`config.mk`:
```
export PLATFORM = sky130hd
export DESIGN_NAME = fer_rx_pcs
export DESIGN_NICKNAME = d
export VERILOG_FILES = /design/src/inc/fer_pkg.sv /design/src/rtl/fer_fifo.sv /design/src/rtl/fer_rx_pcs.sv
export VERILOG_INCLUDE_DIRS = /design/src /design/src/inc
export SDC_FILE = /design/constraint.sdc
export NUM_CORES = 1
export LEC_CHECK = 0
export BUFFER_PORTS_ARGS = -buffer_cell sky130_fd_sc_hd__buf_2
export CAP_MARGIN = 25
export CORE_MARGIN = 2
export CORE_UTILIZATION = 54
export CTS_CLUSTER_DIAMETER = 50
export DETAILED_ROUTE_END_ITERATION = 6
export HOLD_SLACK_MARGIN = 0.08
export PLACE_DENSITY = 0.74
export SLEW_MARGIN = 30
export SYNTH_ARGS = -nofsm -noshare
export SYNTH_HDL_FRONTEND = slang
export SYNTH_SLANG_ARGS = --single-unit
export TNS_END_PERCENT = 100
```
`constraint.sdc`:
```
create_clock -name clk -period 9.1 [get_ports clk]
set_clock_uncertainty 0.15 [all_clocks]
set_input_delay 0.91 -clock clk [delete_from_list [all_inputs] [get_ports clk]]
set_output_delay 0.91 -clock clk [all_outputs]
set_load 0.01 [all_outputs]
```
`src/inc/fer_cfg.svh`:
```
// timing, code-group and reset constants for the receive coding path
`ifndef FER_CFG_SVH
`define FER_CFG_SVH

`define FER_CLK_MHZ 10
`define FER_HOLD_US 722
`define FER_LINKUP_US 395
`define FER_SIGDET_NS 2000
`define FER_NS_PER_US 1000

`define FER_GROUP_BITS 5
`define FER_LOCK_IDLES 12
`define FER_HOLD_IDLE_BITS 58
`define FER_IDLE_RUN_BITS 10
`define FER_JK_TAIL_BITS 7

`define FER_CG_JK 10'h311
`define FER_CG_IDLE 5'h1f
`define FER_CG_T 5'h0d
`define FER_CG_R 5'h07

`define FER_NIB_PRE 4'h5
`define FER_NIB_BAD 4'he
`define FER_NIB_ZERO 4'h0

`define FER_LFSR_W 11
`define FER_LFSR_TAP_A 10
`define FER_LFSR_TAP_B 8
`define FER_LFSR_RST 11'h000

`define FER_WORD_W 6
`define FER_FIFO_DEPTH 8
`define FER_FCC_W 16

`endif

```
`src/inc/fer_pkg.sv`:
```
// types shared by the receive coding path
package fer_pkg;
    typedef enum logic [1:0] {
        FR_IDLE,
        FR_CARRIER,
        FR_FRAME,
        FR_BAD
    } fer_frame_e;

    typedef logic [4:0] fer_group_t;
    typedef logic [3:0] fer_nib_t;
endpackage

```
`src/rtl/fer_fifo.sv`:
```
// small nibble FIFO with registered read data
`timescale 1ns/1ps

module fer_fifo #(
    parameter int WIDTH = 6,
    parameter int DEPTH = 8
) (
    input wire logic clk,
    input wire logic rst_n,
    input wire logic in_valid,
    output logic in_ready,
    input wire logic [WIDTH-1:0] in_data,
    output logic out_valid,
    input wire logic out_ready,
    output logic [WIDTH-1:0] out_data
);
    localparam int AW = $clog2(DEPTH);
    localparam logic [AW:0] FULL = (AW+1)'(DEPTH);

    logic [WIDTH-1:0] mem [DEPTH];
    logic [AW-1:0] wp;
    logic [AW-1:0] rp;
    logic [AW:0] cnt;
    logic wr;
    logic load;

    // depth must be a power of two so the pointers wrap on their own
    assign in_ready = (cnt != FULL);
    assign wr = in_valid & in_ready;
    assign load = (cnt != '0) && (!out_valid || out_ready);

    always_ff @(posedge clk) begin
        if (wr) begin
            mem[wp] <= in_data;
        end
    end

    always_ff @(posedge clk or negedge rst_n) begin
        if (!rst_n) begin
            wp <= '0;
            rp <= '0;
            cnt <= '0;
        end else begin
            if (wr) begin
                wp <= wp + 1'b1;
            end
            if (load) begin
                rp <= rp + 1'b1;
            end
            cnt <= cnt + (AW+1)'(wr) - (AW+1)'(load);
        end
    end

    always_ff @(posedge clk or negedge rst_n) begin
        if (!rst_n) begin
            out_valid <= 1'b0;
            out_data <= '0;
        end else if (load) begin
            out_valid <= 1'b1;
            out_data <= mem[rp];
        end else if (out_ready) begin
            out_valid <= 1'b0;
        end
    end
endmodule

```
`src/rtl/fer_rx_pcs.sv`:
```
// 100 Mb/s receive coding path: nrzi, descrambler, alignment, decoder, link monitor
`timescale 1ns/1ps
`include "fer_cfg.svh"

////////////////////////////////////////////////////////////////////////////////
// How it works
// - link pulses alone never raise signal detect
// - receive steps paced by recovered line clock
// - nrzi to nrz, feeding descrambler or alignment
// - five-bit symbols passed to receive state machine
// - plain bit is scrambled bit xor sequence
// - lock after twelve consecutive idle code-groups
// - hold timer restarts after 58 idle bits
// - hold timer expiry drops lock, reacquires
// - alignment fed by descrambler or nrz bypass
// - start delimiter pair fixes code-group boundary
// - start pair after idles becomes two 0101
// - table decode until end pair or idles
// - coding disabled until link is stable
// - link up after 395 us signal detect
// - non-idle without start pair is bad start
// - bad start gives error and 1110 nibbles
// - each bad start adds one to counter
// - two idles end error and carrier sense
// - control code-groups inside frame flag error
// - end pair is 01101 then 00111
// - descrambler and decoder each have bypass
module fer_rx_pcs #(
    parameter int HOLD_CYCLES = `FER_HOLD_US * `FER_CLK_MHZ,
    parameter int LINKUP_CYCLES = `FER_LINKUP_US * `FER_CLK_MHZ,
    parameter int SIGDET_CYCLES =
        (`FER_SIGDET_NS * `FER_CLK_MHZ + `FER_NS_PER_US - 1) / `FER_NS_PER_US,
    parameter int FIFO_DEPTH = `FER_FIFO_DEPTH,
    parameter int FCC_W = `FER_FCC_W
) (
    input wire logic clk,
    input wire logic nrst,
    input wire logic line_clk,
    input wire logic line_data,
    input wire logic line_energy,
    input wire logic descr_bypass,
    input wire logic dec_bypass,
    input wire logic mac_ready,
    output logic rx_valid,
    output logic [3:0] rxd,
    output logic rx_dv,
    output logic rx_er,
    output logic crs,
    output logic link_up,
    output logic tx_enable,
    output logic scr_locked,
    output logic overrun,
    output logic [FCC_W-1:0] false_carrier_event_counter
);
    localparam int WW = `FER_WORD_W;
    localparam int LOCK_BITS = `FER_LOCK_IDLES * `FER_GROUP_BITS;
    localparam int HW = $clog2(HOLD_CYCLES + 1);
    localparam int LW = $clog2(LINKUP_CYCLES + 1);
    localparam int SW = $clog2(SIGDET_CYCLES + 1);
    localparam logic [HW-1:0] HOLD_LOAD = HW'(HOLD_CYCLES - 1);
    localparam logic [LW-1:0] LINKUP_LAST = LW'(LINKUP_CYCLES - 1);
    localparam logic [SW-1:0] SIGDET_LAST = SW'(SIGDET_CYCLES - 1);
    localparam logic [6:0] LOCK_LAST = 7'(LOCK_BITS - 1);
    localparam logic [5:0] HOLD_IDLE_LAST = 6'(`FER_HOLD_IDLE_BITS - 1);
    localparam logic [3:0] IDLE_RUN = 4'(`FER_IDLE_RUN_BITS);
    localparam logic [2:0] TAIL_LAST = 3'(`FER_JK_TAIL_BITS - 1);
    localparam logic [2:0] GROUP_LAST = 3'(`FER_GROUP_BITS - 1);

    // data table: returns {valid, nibble}; control and violation codes are invalid
    function automatic logic [4:0] fer_dec5(input fer_pkg::fer_group_t g);
        logic [4:0] r;
        r = {1'b0, `FER_NIB_BAD};
        case (g)
            5'h1e: r = {1'b1, 4'h0};
            5'h09: r = {1'b1, 4'h1};
            5'h14: r = {1'b1, 4'h2};
            5'h15: r = {1'b1, 4'h3};
            5'h0a: r = {1'b1, 4'h4};
            5'h0b: r = {1'b1, 4'h5};
            5'h0e: r = {1'b1, 4'h6};
            5'h0f: r = {1'b1, 4'h7};
            5'h12: r = {1'b1, 4'h8};
            5'h13: r = {1'b1, 4'h9};
            5'h16: r = {1'b1, 4'ha};
            5'h17: r = {1'b1, 4'hb};
            5'h1a: r = {1'b1, 4'hc};
            5'h1b: r = {1'b1, 4'hd};
            5'h1c: r = {1'b1, 4'he};
            5'h1d: r = {1'b1, 4'hf};
            default: r = {1'b0, `FER_NIB_BAD};
        endcase
        return r;
    endfunction

    ////////////////////////////////////////////////////////////////////////////
    // reset release and input synchronisers

    logic rst_a;
    logic rst_n;
    logic [2:0] in_s1;
    logic [2:0] in_s2;
    logic lclk_d;
    logic bit_en;
    logic line_bit;
    logic energy;

    always_ff @(posedge clk or negedge nrst) begin
        if (!nrst) begin
            rst_a <= 1'b0;
            rst_n <= 1'b0;
        end else begin
            rst_a <= 1'b1;
            rst_n <= rst_a;
        end
    end

    always_ff @(posedge clk or negedge rst_n) begin
        if (!rst_n) begin
            in_s1 <= '0;
            in_s2 <= '0;
            lclk_d <= 1'b0;
        end else begin
            in_s1 <= {line_clk, line_data, line_energy};
            in_s2 <= in_s1;
            lclk_d <= in_s2[2];
        end
    end

    // data and clock share the same sync depth, so data is sampled at the clock rise
    assign bit_en = in_s2[2] & ~lclk_d;
    assign line_bit = in_s2[1];
    assign energy = in_s2[0];

    ////////////////////////////////////////////////////////////////////////////
    // nrzi decode and descrambler

    logic prev_line;
    logic nrz;
    logic [`FER_LFSR_W-1:0] lfsr;
    logic scr_n;
    logic ud;
    logic [6:0] match_cnt;
    logic hold_expire;
    logic strm_bit;
    logic strm_ok;
    logic strm_en;

    assign nrz = line_bit ^ prev_line;
    assign scr_n = lfsr[`FER_LFSR_TAP_A] ^ lfsr[`FER_LFSR_TAP_B];
    assign ud = nrz ^ scr_n;
    assign strm_bit = descr_bypass ? nrz : ud;
    assign strm_ok = descr_bypass | scr_locked;
    assign strm_en = bit_en & strm_ok & link_up;

    always_ff @(posedge clk or negedge rst_n) begin
        if (!rst_n) begin
            prev_line <= 1'b0;
        end else if (bit_en) begin
            prev_line <= line_bit;
        end
    end

    // while hunting, idle means the sequence is the inverse of the nrz bit
    always_ff @(posedge clk or negedge rst_n) begin
        if (!rst_n) begin
            lfsr <= `FER_LFSR_RST;
            match_cnt <= '0;
            scr_locked <= 1'b0;
        end else if (descr_bypass || hold_expire) begin
            lfsr <= `FER_LFSR_RST;
            match_cnt <= '0;
            scr_locked <= 1'b0;
        end else if (bit_en) begin
            if (!scr_locked) begin
                lfsr <= {lfsr[`FER_LFSR_W-2:0], ~nrz};
                if (scr_n == ~nrz) begin
                    match_cnt <= match_cnt + 1'b1;
                    scr_locked <= (match_cnt == LOCK_LAST);
                end else begin
                    match_cnt <= '0;
                end
            end else begin
                lfsr <= {lfsr[`FER_LFSR_W-2:0], scr_n};
            end
        end
    end

    ////////////////////////////////////////////////////////////////////////////
    // hold timer

    logic [5:0] hold_idle;
    logic hold_hit;
    logic [HW-1:0] hold_cnt;

    assign hold_hit = bit_en & scr_locked & ud & (hold_idle == HOLD_IDLE_LAST);
    assign hold_expire = scr_locked & (hold_cnt == '0) & ~hold_hit;

    always_ff @(posedge clk or negedge rst_n) begin
        if (!rst_n) begin
            hold_idle <= '0;
        end else if (!scr_locked || hold_hit) begin
            hold_idle <= '0;
        end else if (bit_en) begin
            hold_idle <= ud ? hold_idle + 1'b1 : '0;
        end
    end

    always_ff @(posedge clk or negedge rst_n) begin
        if (!rst_n) begin
            hold_cnt <= HOLD_LOAD;
        end else if (!scr_locked || hold_hit) begin
            hold_cnt <= HOLD_LOAD;
        end else if (hold_cnt != '0) begin
            hold_cnt <= hold_cnt - 1'b1;
        end
    end

    ////////////////////////////////////////////////////////////////////////////
    // signal detect and link monitor

    logic [SW-1:0] sd_cnt;
    logic sig_det;
    logic [LW-1:0] lu_cnt;

    // link pulses are far shorter than the qualifying time, so they never count
    always_ff @(posedge clk or negedge rst_n) begin
        if (!rst_n) begin
            sd_cnt <= '0;
            sig_det <= 1'b0;
        end else if (!energy) begin
            sd_cnt <= '0;
            sig_det <= 1'b0;
        end else if (sd_cnt == SIGDET_LAST) begin
            sig_det <= 1'b1;
        end else begin
            sd_cnt <= sd_cnt + 1'b1;
        end
    end

    always_ff @(posedge clk or negedge rst_n) begin
        if (!rst_n) begin
            lu_cnt <= '0;
            link_up <= 1'b0;
            tx_enable <= 1'b0;
        end else if (!sig_det) begin
            lu_cnt <= '0;
            link_up <= 1'b0;
            tx_enable <= 1'b0;
        end else if (lu_cnt == LINKUP_LAST) begin
            link_up <= 1'b1;
            tx_enable <= 1'b1;
        end else begin
            lu_cnt <= lu_cnt + 1'b1;
        end
    end

    ////////////////////////////////////////////////////////////////////////////
    // alignment, frame decode and bad start detection

    fer_pkg::fer_frame_e state;
    logic [9:0] sr;
    logic [9:0] win;
    fer_pkg::fer_group_t grp;
    logic [4:0] dec;
    logic [3:0] ones_run;
    logic [2:0] bitcnt;
    logic pend_t;
    logic pend_i;
    logic pre2;
    logic fc_evt;
    logic push;
    logic [WW-1:0] push_data;
    logic push_ready;

    assign win = {sr[8:0], strm_bit};
    assign grp = win[4:0];
    assign dec = fer_dec5(grp);

    always_ff @(posedge clk or negedge rst_n) begin
        if (!rst_n) begin
            sr <= '0;
            ones_run <= '0;
        end else if (strm_en) begin
            sr <= win;
            if (!strm_bit) begin
                ones_run <= '0;
            end else if (ones_run != IDLE_RUN) begin
                ones_run <= ones_run + 1'b1;
            end
        end
    end

    // a word is {dv, er, nibble}; bypassed decode puts code bit 4 on er
    always_ff @(posedge clk or negedge rst_n) begin
        if (!rst_n) begin
            state <= fer_pkg::FR_IDLE;
            bitcnt <= '0;
            pend_t <= 1'b0;
            pend_i <= 1'b0;
            pre2 <= 1'b0;
            fc_evt <= 1'b0;
            push <= 1'b0;
            push_data <= '0;
        end else begin
            push <= pre2;
            push_data <= {2'b10, `FER_NIB_PRE};
            pre2 <= 1'b0;
            fc_evt <= 1'b0;
            if (!link_up || !strm_ok) begin
                state <= fer_pkg::FR_IDLE;
                pend_t <= 1'b0;
                pend_i <= 1'b0;
            end else if (strm_en) begin
                bitcnt <= bitcnt + 1'b1;
                unique case (state)
                    fer_pkg::FR_IDLE: begin
                        if (!strm_bit && ones_run == IDLE_RUN) begin
                            state <= fer_pkg::FR_CARRIER;
                            bitcnt <= '0;
                        end
                    end
                    fer_pkg::FR_CARRIER: begin
                        if (bitcnt == TAIL_LAST) begin
                            bitcnt <= '0;
                            pend_t <= 1'b0;
                            pend_i <= 1'b0;
                            push <= 1'b1;
                            if (win == `FER_CG_JK) begin
                                state <= fer_pkg::FR_FRAME;
                                pre2 <= 1'b1;
                                push_data <= {2'b10, `FER_NIB_PRE};
                            end else begin
                                state <= fer_pkg::FR_BAD;
                                fc_evt <= 1'b1;
                                push_data <= {2'b01, `FER_NIB_BAD};
                            end
                        end
                    end
                    fer_pkg::FR_BAD: begin
                        if (bitcnt == GROUP_LAST) begin
                            bitcnt <= '0;
                            if (grp == `FER_CG_IDLE && pend_i) begin
                                state <= fer_pkg::FR_IDLE;
                            end else begin
                                pend_i <= (grp == `FER_CG_IDLE);
                                push <= 1'b1;
                                push_data <= {2'b01, `FER_NIB_BAD};
                            end
                        end
                    end
                    fer_pkg::FR_FRAME: begin
                        if (bitcnt == GROUP_LAST) begin
                            bitcnt <= '0;
                            pend_t <= (grp == `FER_CG_T);
                            pend_i <= (grp == `FER_CG_IDLE);
                            if ((pend_t && grp == `FER_CG_R) ||
                                (pend_i && grp == `FER_CG_IDLE)) begin
                                state <= fer_pkg::FR_IDLE;
                            end else if (grp != `FER_CG_T && grp != `FER_CG_IDLE) begin
                                push <= 1'b1;
                                if (dec_bypass) begin
                                    push_data <= {1'b1, grp};
                                end else if (pend_t || pend_i || !dec[4]) begin
                                    push_data <= {2'b11, `FER_NIB_BAD};
                                end else begin
                                    push_data <= {2'b10, dec[3:0]};
                                end
                            end
                        end
                    end
                endcase
            end
        end
    end

    ////////////////////////////////////////////////////////////////////////////
    // counter, carrier sense and output stage

    always_ff @(posedge clk or negedge rst_n) begin
        if (!rst_n) begin
            false_carrier_event_counter <= '0;
        end else if (fc_evt) begin
            false_carrier_event_counter <= false_carrier_event_counter + 1'b1;
        end
    end

    always_ff @(posedge clk or negedge rst_n) begin
        if (!rst_n) begin
            crs <= 1'b0;
        end else begin
            crs <= (state != fer_pkg::FR_IDLE);
        end
    end

    // the line cannot be paused, so a full buffer drops the word and flags it
    always_ff @(posedge clk or negedge rst_n) begin
        if (!rst_n) begin
            overrun <= 1'b0;
        end else if (push && !push_ready) begin
            overrun <= 1'b1;
        end
    end

    logic f_valid;
    logic [WW-1:0] f_data;
    logic f_take;

    assign f_take = f_valid & (mac_ready | ~rx_valid);

    fer_fifo #(
        .WIDTH(WW),
        .DEPTH(FIFO_DEPTH)
    ) u_fifo (
        .clk(clk),
        .rst_n(rst_n),
        .in_valid(push),
        .in_ready(push_ready),
        .in_data(push_data),
        .out_valid(f_valid),
        .out_ready(mac_ready | ~rx_valid),
        .out_data(f_data)
    );

    always_ff @(posedge clk or negedge rst_n) begin
        if (!rst_n) begin
            rx_valid <= 1'b0;
            rx_dv <= 1'b0;
            rx_er <= 1'b0;
            rxd <= `FER_NIB_ZERO;
        end else if (f_take) begin
            rx_valid <= 1'b1;
            {rx_dv, rx_er, rxd} <= f_data;
        end else if (mac_ready) begin
            rx_valid <= 1'b0;
            rx_dv <= 1'b0;
            rx_er <= 1'b0;
        end
    end
endmodule

```
# Yosys cells after proc, flatten, opt, wreduce, memory -nomap -nowiden
# Memory sizes are Yosys's and may differ from the RTL's. A register that Yosys moved wholly into a read port is not among the register bits.
# Cells that the tools add are included.
# totals
mem_bits_rw	48
rom_bits	160
latch_bits	0
in_bits	8
mem_count	2
register_bits	132
# memory_table
memory	depth	word_bits	rd	rd_ports_with_merged_regs	wr	line	rtl
(no name shown)	32	5	1	0	0	fer_rx_pcs.sv:73	case (g)
u_fifo.mem	8	6	1	1	1	fer_fifo.sv:20	logic [WIDTH-1:0] mem [DEPTH];
# classes
n_reduce_logical	41
n_eq_ne	32
bitwise	20
mul	0
mux	91
order_cmp	0
n_div	0
shifts	0
n_addsub	12
# ops
operator	count
$mux W6	9
$mux W1	46
$mux W5	7
$mux W7	4
$mux W13	2
$mux W12	2
$mux W11	2
$ne A3 B3 Y1 const B	7
$pmux W6 S3	1
$add A16 B1 Y16 const B	1
$mux W2	8
$reduce_bool A2 Y1	7
$logic_not A13 Y1	1
$reduce_bool A13 Y1	1
$sub A13 B1 Y13 const B	1
$add A12 B1 Y12 const B	1
$eq A12 B12 Y1 const B	1
$and A1 B1 Y1	10
$eq A10 B10 Y1 const B	1
$eq A5 B5 Y1 const B	2
$add A3 B1 Y3 const B	3
$mux W3	3
$pmux W3 S3	1
$logic_not A1 Y1	8
37 further kinds	67

# Longest topological paths before layout
# An unclocked memory read counts as a cell.
# logic_depth
depth_word	14
ltp_mapped	10
mapped_depth_nobuf	9

# By module
# Synthesis repeated with hierarchy kept, for this count alone.
# unflattened
cells_unflattened	754
hier_area_um2	8526.9
# by_module_without_submodules
mod	n_inst	area_per_inst_um2	cells_each
fer_rx_pcs	1	5805.6	585
fer_fifo	1	2721.4	169

# Worst setup path after synthesis
# OpenSTA, ideal clock, no wires.
# synth_timing
kind	input -> register
start	input port mac_ready
end	register u_fifo.cnt[2]
cell_stages	9
n_path_buf	1
path_slack_ns	6.143
t_arrival_ns	2.684
t_required_ns	8.827
cell_sequence	nor2b_1 -> a22oi_1 -> clkbuf_1 -> ha_1 -> inv_1 -> ha_1 -> inv_1 -> fa_1 -> xnor2_1
# synth_via
elab_chain_len	4
# synth_rtl
element	line	rtl
start: declaration	fer_rx_pcs.sv:43	input wire logic mac_ready,
$or A1 B1 Y1	fer_rx_pcs.sv:420	.out_ready(mac_ready | ~rx_valid),
$logic_or A1 B1 Y1	fer_fifo.sv:30	assign load = (cnt != '0) && (!out_valid || out_ready);
$logic_and A1 B1 Y1	fer_fifo.sv:30	
net u_fifo.load	fer_fifo.sv:25	logic load;
$sub A4 B1 Y4	fer_fifo.sv:50	cnt <= cnt + (AW+1)'(wr) - (AW+1)'(load);
end signal: assignment	fer_fifo.sv:50	
end: declaration	fer_fifo.sv:23	logic [AW:0] cnt;
# The timed path passes the listed nets, and every way through them passes these cells.
# A chain may end at the register's enable or synchronous reset.

# Final worst setup path
# layout_timing
start	register prev_line
end	register match_cnt[4]
# layout_via
elab_chain_len	9
# layout_rtl
element	line	rtl
start: declaration	fer_rx_pcs.sv:137	logic prev_line;
start signal: assignment	fer_rx_pcs.sv:159	prev_line <= line_bit;
$xor A1 B1 Y1 (*)	fer_rx_pcs.sv:148	assign nrz = line_bit ^ prev_line;
$xor A1 B1 Y1	fer_rx_pcs.sv:150	assign ud = nrz ^ scr_n;
$and A1 B1 Y1 (2 in a row)	fer_rx_pcs.sv:195	assign hold_hit = bit_en & scr_locked & ud & (hold_idle == HOLD_IDLE_LAST);
$not A1 Y1	fer_rx_pcs.sv:196	assign hold_expire = scr_locked & (hold_cnt == '0) & ~hold_hit;
$and A1 B1 Y1	fer_rx_pcs.sv:196	
$logic_or A1 B1 Y1	fer_rx_pcs.sv:169	end else if (descr_bypass || hold_expire) begin
$ne A2 B1 Y1 (no line) or $reduce_bool A2 Y1 (tied branches)	-	
$reduce_and A2 Y1 (no line)	-	
end signal: assignment	fer_rx_pcs.sv:177	match_cnt <= match_cnt + 1'b1;
end: declaration	fer_rx_pcs.sv:142	logic [6:0] match_cnt;
# Mark *: on every way between the ends. The rest lies on a longest branch, timed or not. The select of a mux whose other input is x is not followed.

==> metrics.md <==
| Metric | Value |
|---|---|
| Antenna Nets Post-Route | 0 |
| Global route overflow | 0 |
| Post-detail-place hpwl | 10380 um |
| RSZ-0062 raised after global routing | false |
| Max Slew Vio Count | 0 |
| Via density | 5.658 |
| Vias post-DR | 5686 |
| Vias in the first global route | 5532 |
| Clock slew at reported path FFs | 0.07 ns |
| CP Launch Type | flip-flop |
| CTS Root Cell | clkbuf_16 |
| Syn_area_per_cell | 11.33 um^2 |
| Flops & latches, synth | 186 |
| Status | completed |
| Hold Vio Cnt, Final | 0 |
| Post-synth ARST share | 74.19% |
| Critical Path Fanout Max | 19 |
| CTS H-tree lvls | 4 |
| Dpl cells | 973 |
| Leak | 3.896 nW |
| Max-cap viol count | 0 |
| Layout Utilization | 61.97% |
| Synth top area share | 38.64% |
| Pin count of the biggest net entering global routing | 70 |
| Hold_ws | 0.1064 ns |
| Clock network power share | 39.9% |
| Die W | 129.3 um |
| Gr usage total | 20.02% |
| Slew headroom | 42.90% |
| Antenna violations before repair | 0 |
| N_diodes | 0 |
| Core area | 15260 um^2 |
| Sink Count | 186 |
| Min-delay worst type | in2async |
| Pwr per Cell Area | 197.0 nW/um^2 |
| Routed WL | 15460 um |
| Sw Ratio | 23.95% |
| EDFF count, synth | 48 |
| Worst skew pair latency | 0.43 ns |
| Final TNS setup | 0 ns |
| Crit Path Category | reg2reg |
| Hold Buf Count CTS | 0 |
| Top post-synthesis cells by area | dfrtp_1, edfxtp_1, nand2_1 |
| Mapped Area | 8484 um^2 |
| # port buffers | 35 |
| IO Pins | 36 |
| Clk buf depth | 2 |
| Final period util | 31.71% |
| Seq pwr share | 50.9% |
| Die Height | 129.3 um |
| Post-synth top area cell | dfrtp_1 |
| Power share of the combinational group | 9.2% |
| Cell row count | 45 |
| Count leader, synth | dfrtp_1 |
| First-pass DRT Iterations | 5 |
| Post_cts resized | 0 |
| Fin cells | 1005 |
| Detailed Route Iter0 Violations | 394 |
| Power Total | 0.001863 W |
| Endpoints failing setup | 0 |
| Mapped Cells | 749 |
| DRC | 0 |
| Synth top cells by count | dfrtp_1, nand2_1, nor2_1 |
| Power Internal | 0.001417 W |
| Initial Utilization | 55.60% |
| Die Area | 16730 um^2 |
| P&R area growth vs syn | 11.44% |
| Share of cells above drive strength 1 | 14.36% |
| Critical path endpoint category | flip-flop |
| Reg-to-Reg Start | prev_line |
| Synth Flop Type | dfrtp_1 |
| CTS tree | yes |
| Max Clk Rate | 0.3466 GHz |
| Critical path launch point | prev_line |
| GP Congestion | 0.9459 |
| Peak VDD IR | 0.0001446 V |
| Setup bufs post-CTS | 0 |
| First-pass GRT wire length | 26510 um |
| Yosys cell types | 64 |
| Seq/Total Area, Yosys | 57.79% |
| Avg WL per Cell | 15.39 um |
| Yosys Warn Count | 0 |
| Layout Nets | 811 |
| Transition time of the tightest slew-check pin | 0.8500 ns |
| Arrival time worst endpoint | 3.01 ns |
| Cts bufs inserted | 17 |
| CP Data Required Time | 9.23 ns |
| NetSw | 0.0004463 W |
| R2r setup slk | 6.21 ns |
| Synthesized Nets | 779 |
| Final worst path period need | 2.885 ns |
-- power groups by stage --
| stage | combinational [W] | clock (W) | sequential [W] |
|---|---|---|---|
| finish | 0.000172 | 0.000743 | 0.000948 |
| global placement | 0.000162 | 0 | 0.000962 |
| CTS | 0.000173 | 0.000762 | 0.000950 |
| global route | 0.000195 | 0.000795 | 0.000959 |
| floorplan | 0.000153 | 0 | 0.000937 |
| detailed placement | 0.000173 | 0 | 0.000965 |
-- layout make-up --
cell class	instances	area, um^2
sequential	186	4907
tap	211	264.0
clock inverter	11	143.9
inverter	25	93.84
clock buffer	21	454.2
fill	1227	5803
multi-input combinational	511	3379
timing repair buffer	40	212.7
-- critical path, cell delays in order (launching register included) --
cell and delay, ns:
dfrtp_1 0.43, xnor2_2 0.20, xnor2_2 0.63, o41a_1 0.43, a21o_1 0.68, o21ai_0 0.21
-- registers in the layout (all words and copies together) (netlist names), 2 cells and up --
register / flops
hold_cnt: 13
u_fifo.rp: 3
false_carrier_event_counter: 16
u_fifo.out_data: 6
u_fifo.mem: 48
ones_run: 4
in_s2: 3
lfsr: 11
u_fifo.cnt: 4
match_cnt: 7
bitcnt: 3
sd_cnt: 5
state: 2
sr: 9
hold_idle: 6
push_data: 6
rxd: 4
u_fifo.wp: 3
in_s1: 3
lu_cnt: 12
-- cell families (layout without fill, tap and decap cells) --
family                     count (synthesis)  in the layout  synth area share [%]
muxes                                     26             26                 4.940
other                                      1              1               0.04420
adders and majority gates                 22             22                 3.333
and+or+nand+nor                          284            284                 16.30
xor gates and xnor gates                  45             45                 4.911
AOI/OAI and AO/OA                        133            133                 10.13
buffers and inverters                     52             97                 2.551
DFF                                      186            186                 57.79
-- final timing paths --
path / end / depth (start not counted)
worst max-delay path: match_cnt[4] / 5
worst min-delay path: rst_n / 1
worst max register to register: match_cnt[4] / 5
worst min register to register: in_s2[2] / 0
max in group asynchronous: lu_cnt[9] / 1
min in group clk: in_s2[2] / 0
-- metrics by stage --
stage / cell area (um^2) / worst slack, ns
floorplan: 8484 / 4.833
global placement: 8842 / 6.223
detailed placement: 8842 / 6.107
CTS: 9440 / 6.260
global route: 9455 / 6.052
finish: 9455 / 6.215
-- placed cells by master (no fill, tap or decap), types with 25 or more instances in the layout --
master,synthesis,final
edfxtp_1,48,48
xnor2_1,26,26
o21ai_0,40,40
nand3_1,29,29
nor2_1,51,50
dfrtp_1,131,130
buf_2,2,35
a21oi_1,26,26
inv_1,25,25
nand2_1,97,97
-- layer usage --
layer | up-vias | GRT usage [%] | wire (um)
met3 | 18 | 4.996 | 690
met4 | 0 | 5.499 | 145
met5 | - | 0 | 0
met2 | 128 | 32.88 | 7755
met1 | 2796 | 26.79 | 6870
li1 | 2744 | - | -
(Power assumes the default switching activity.)
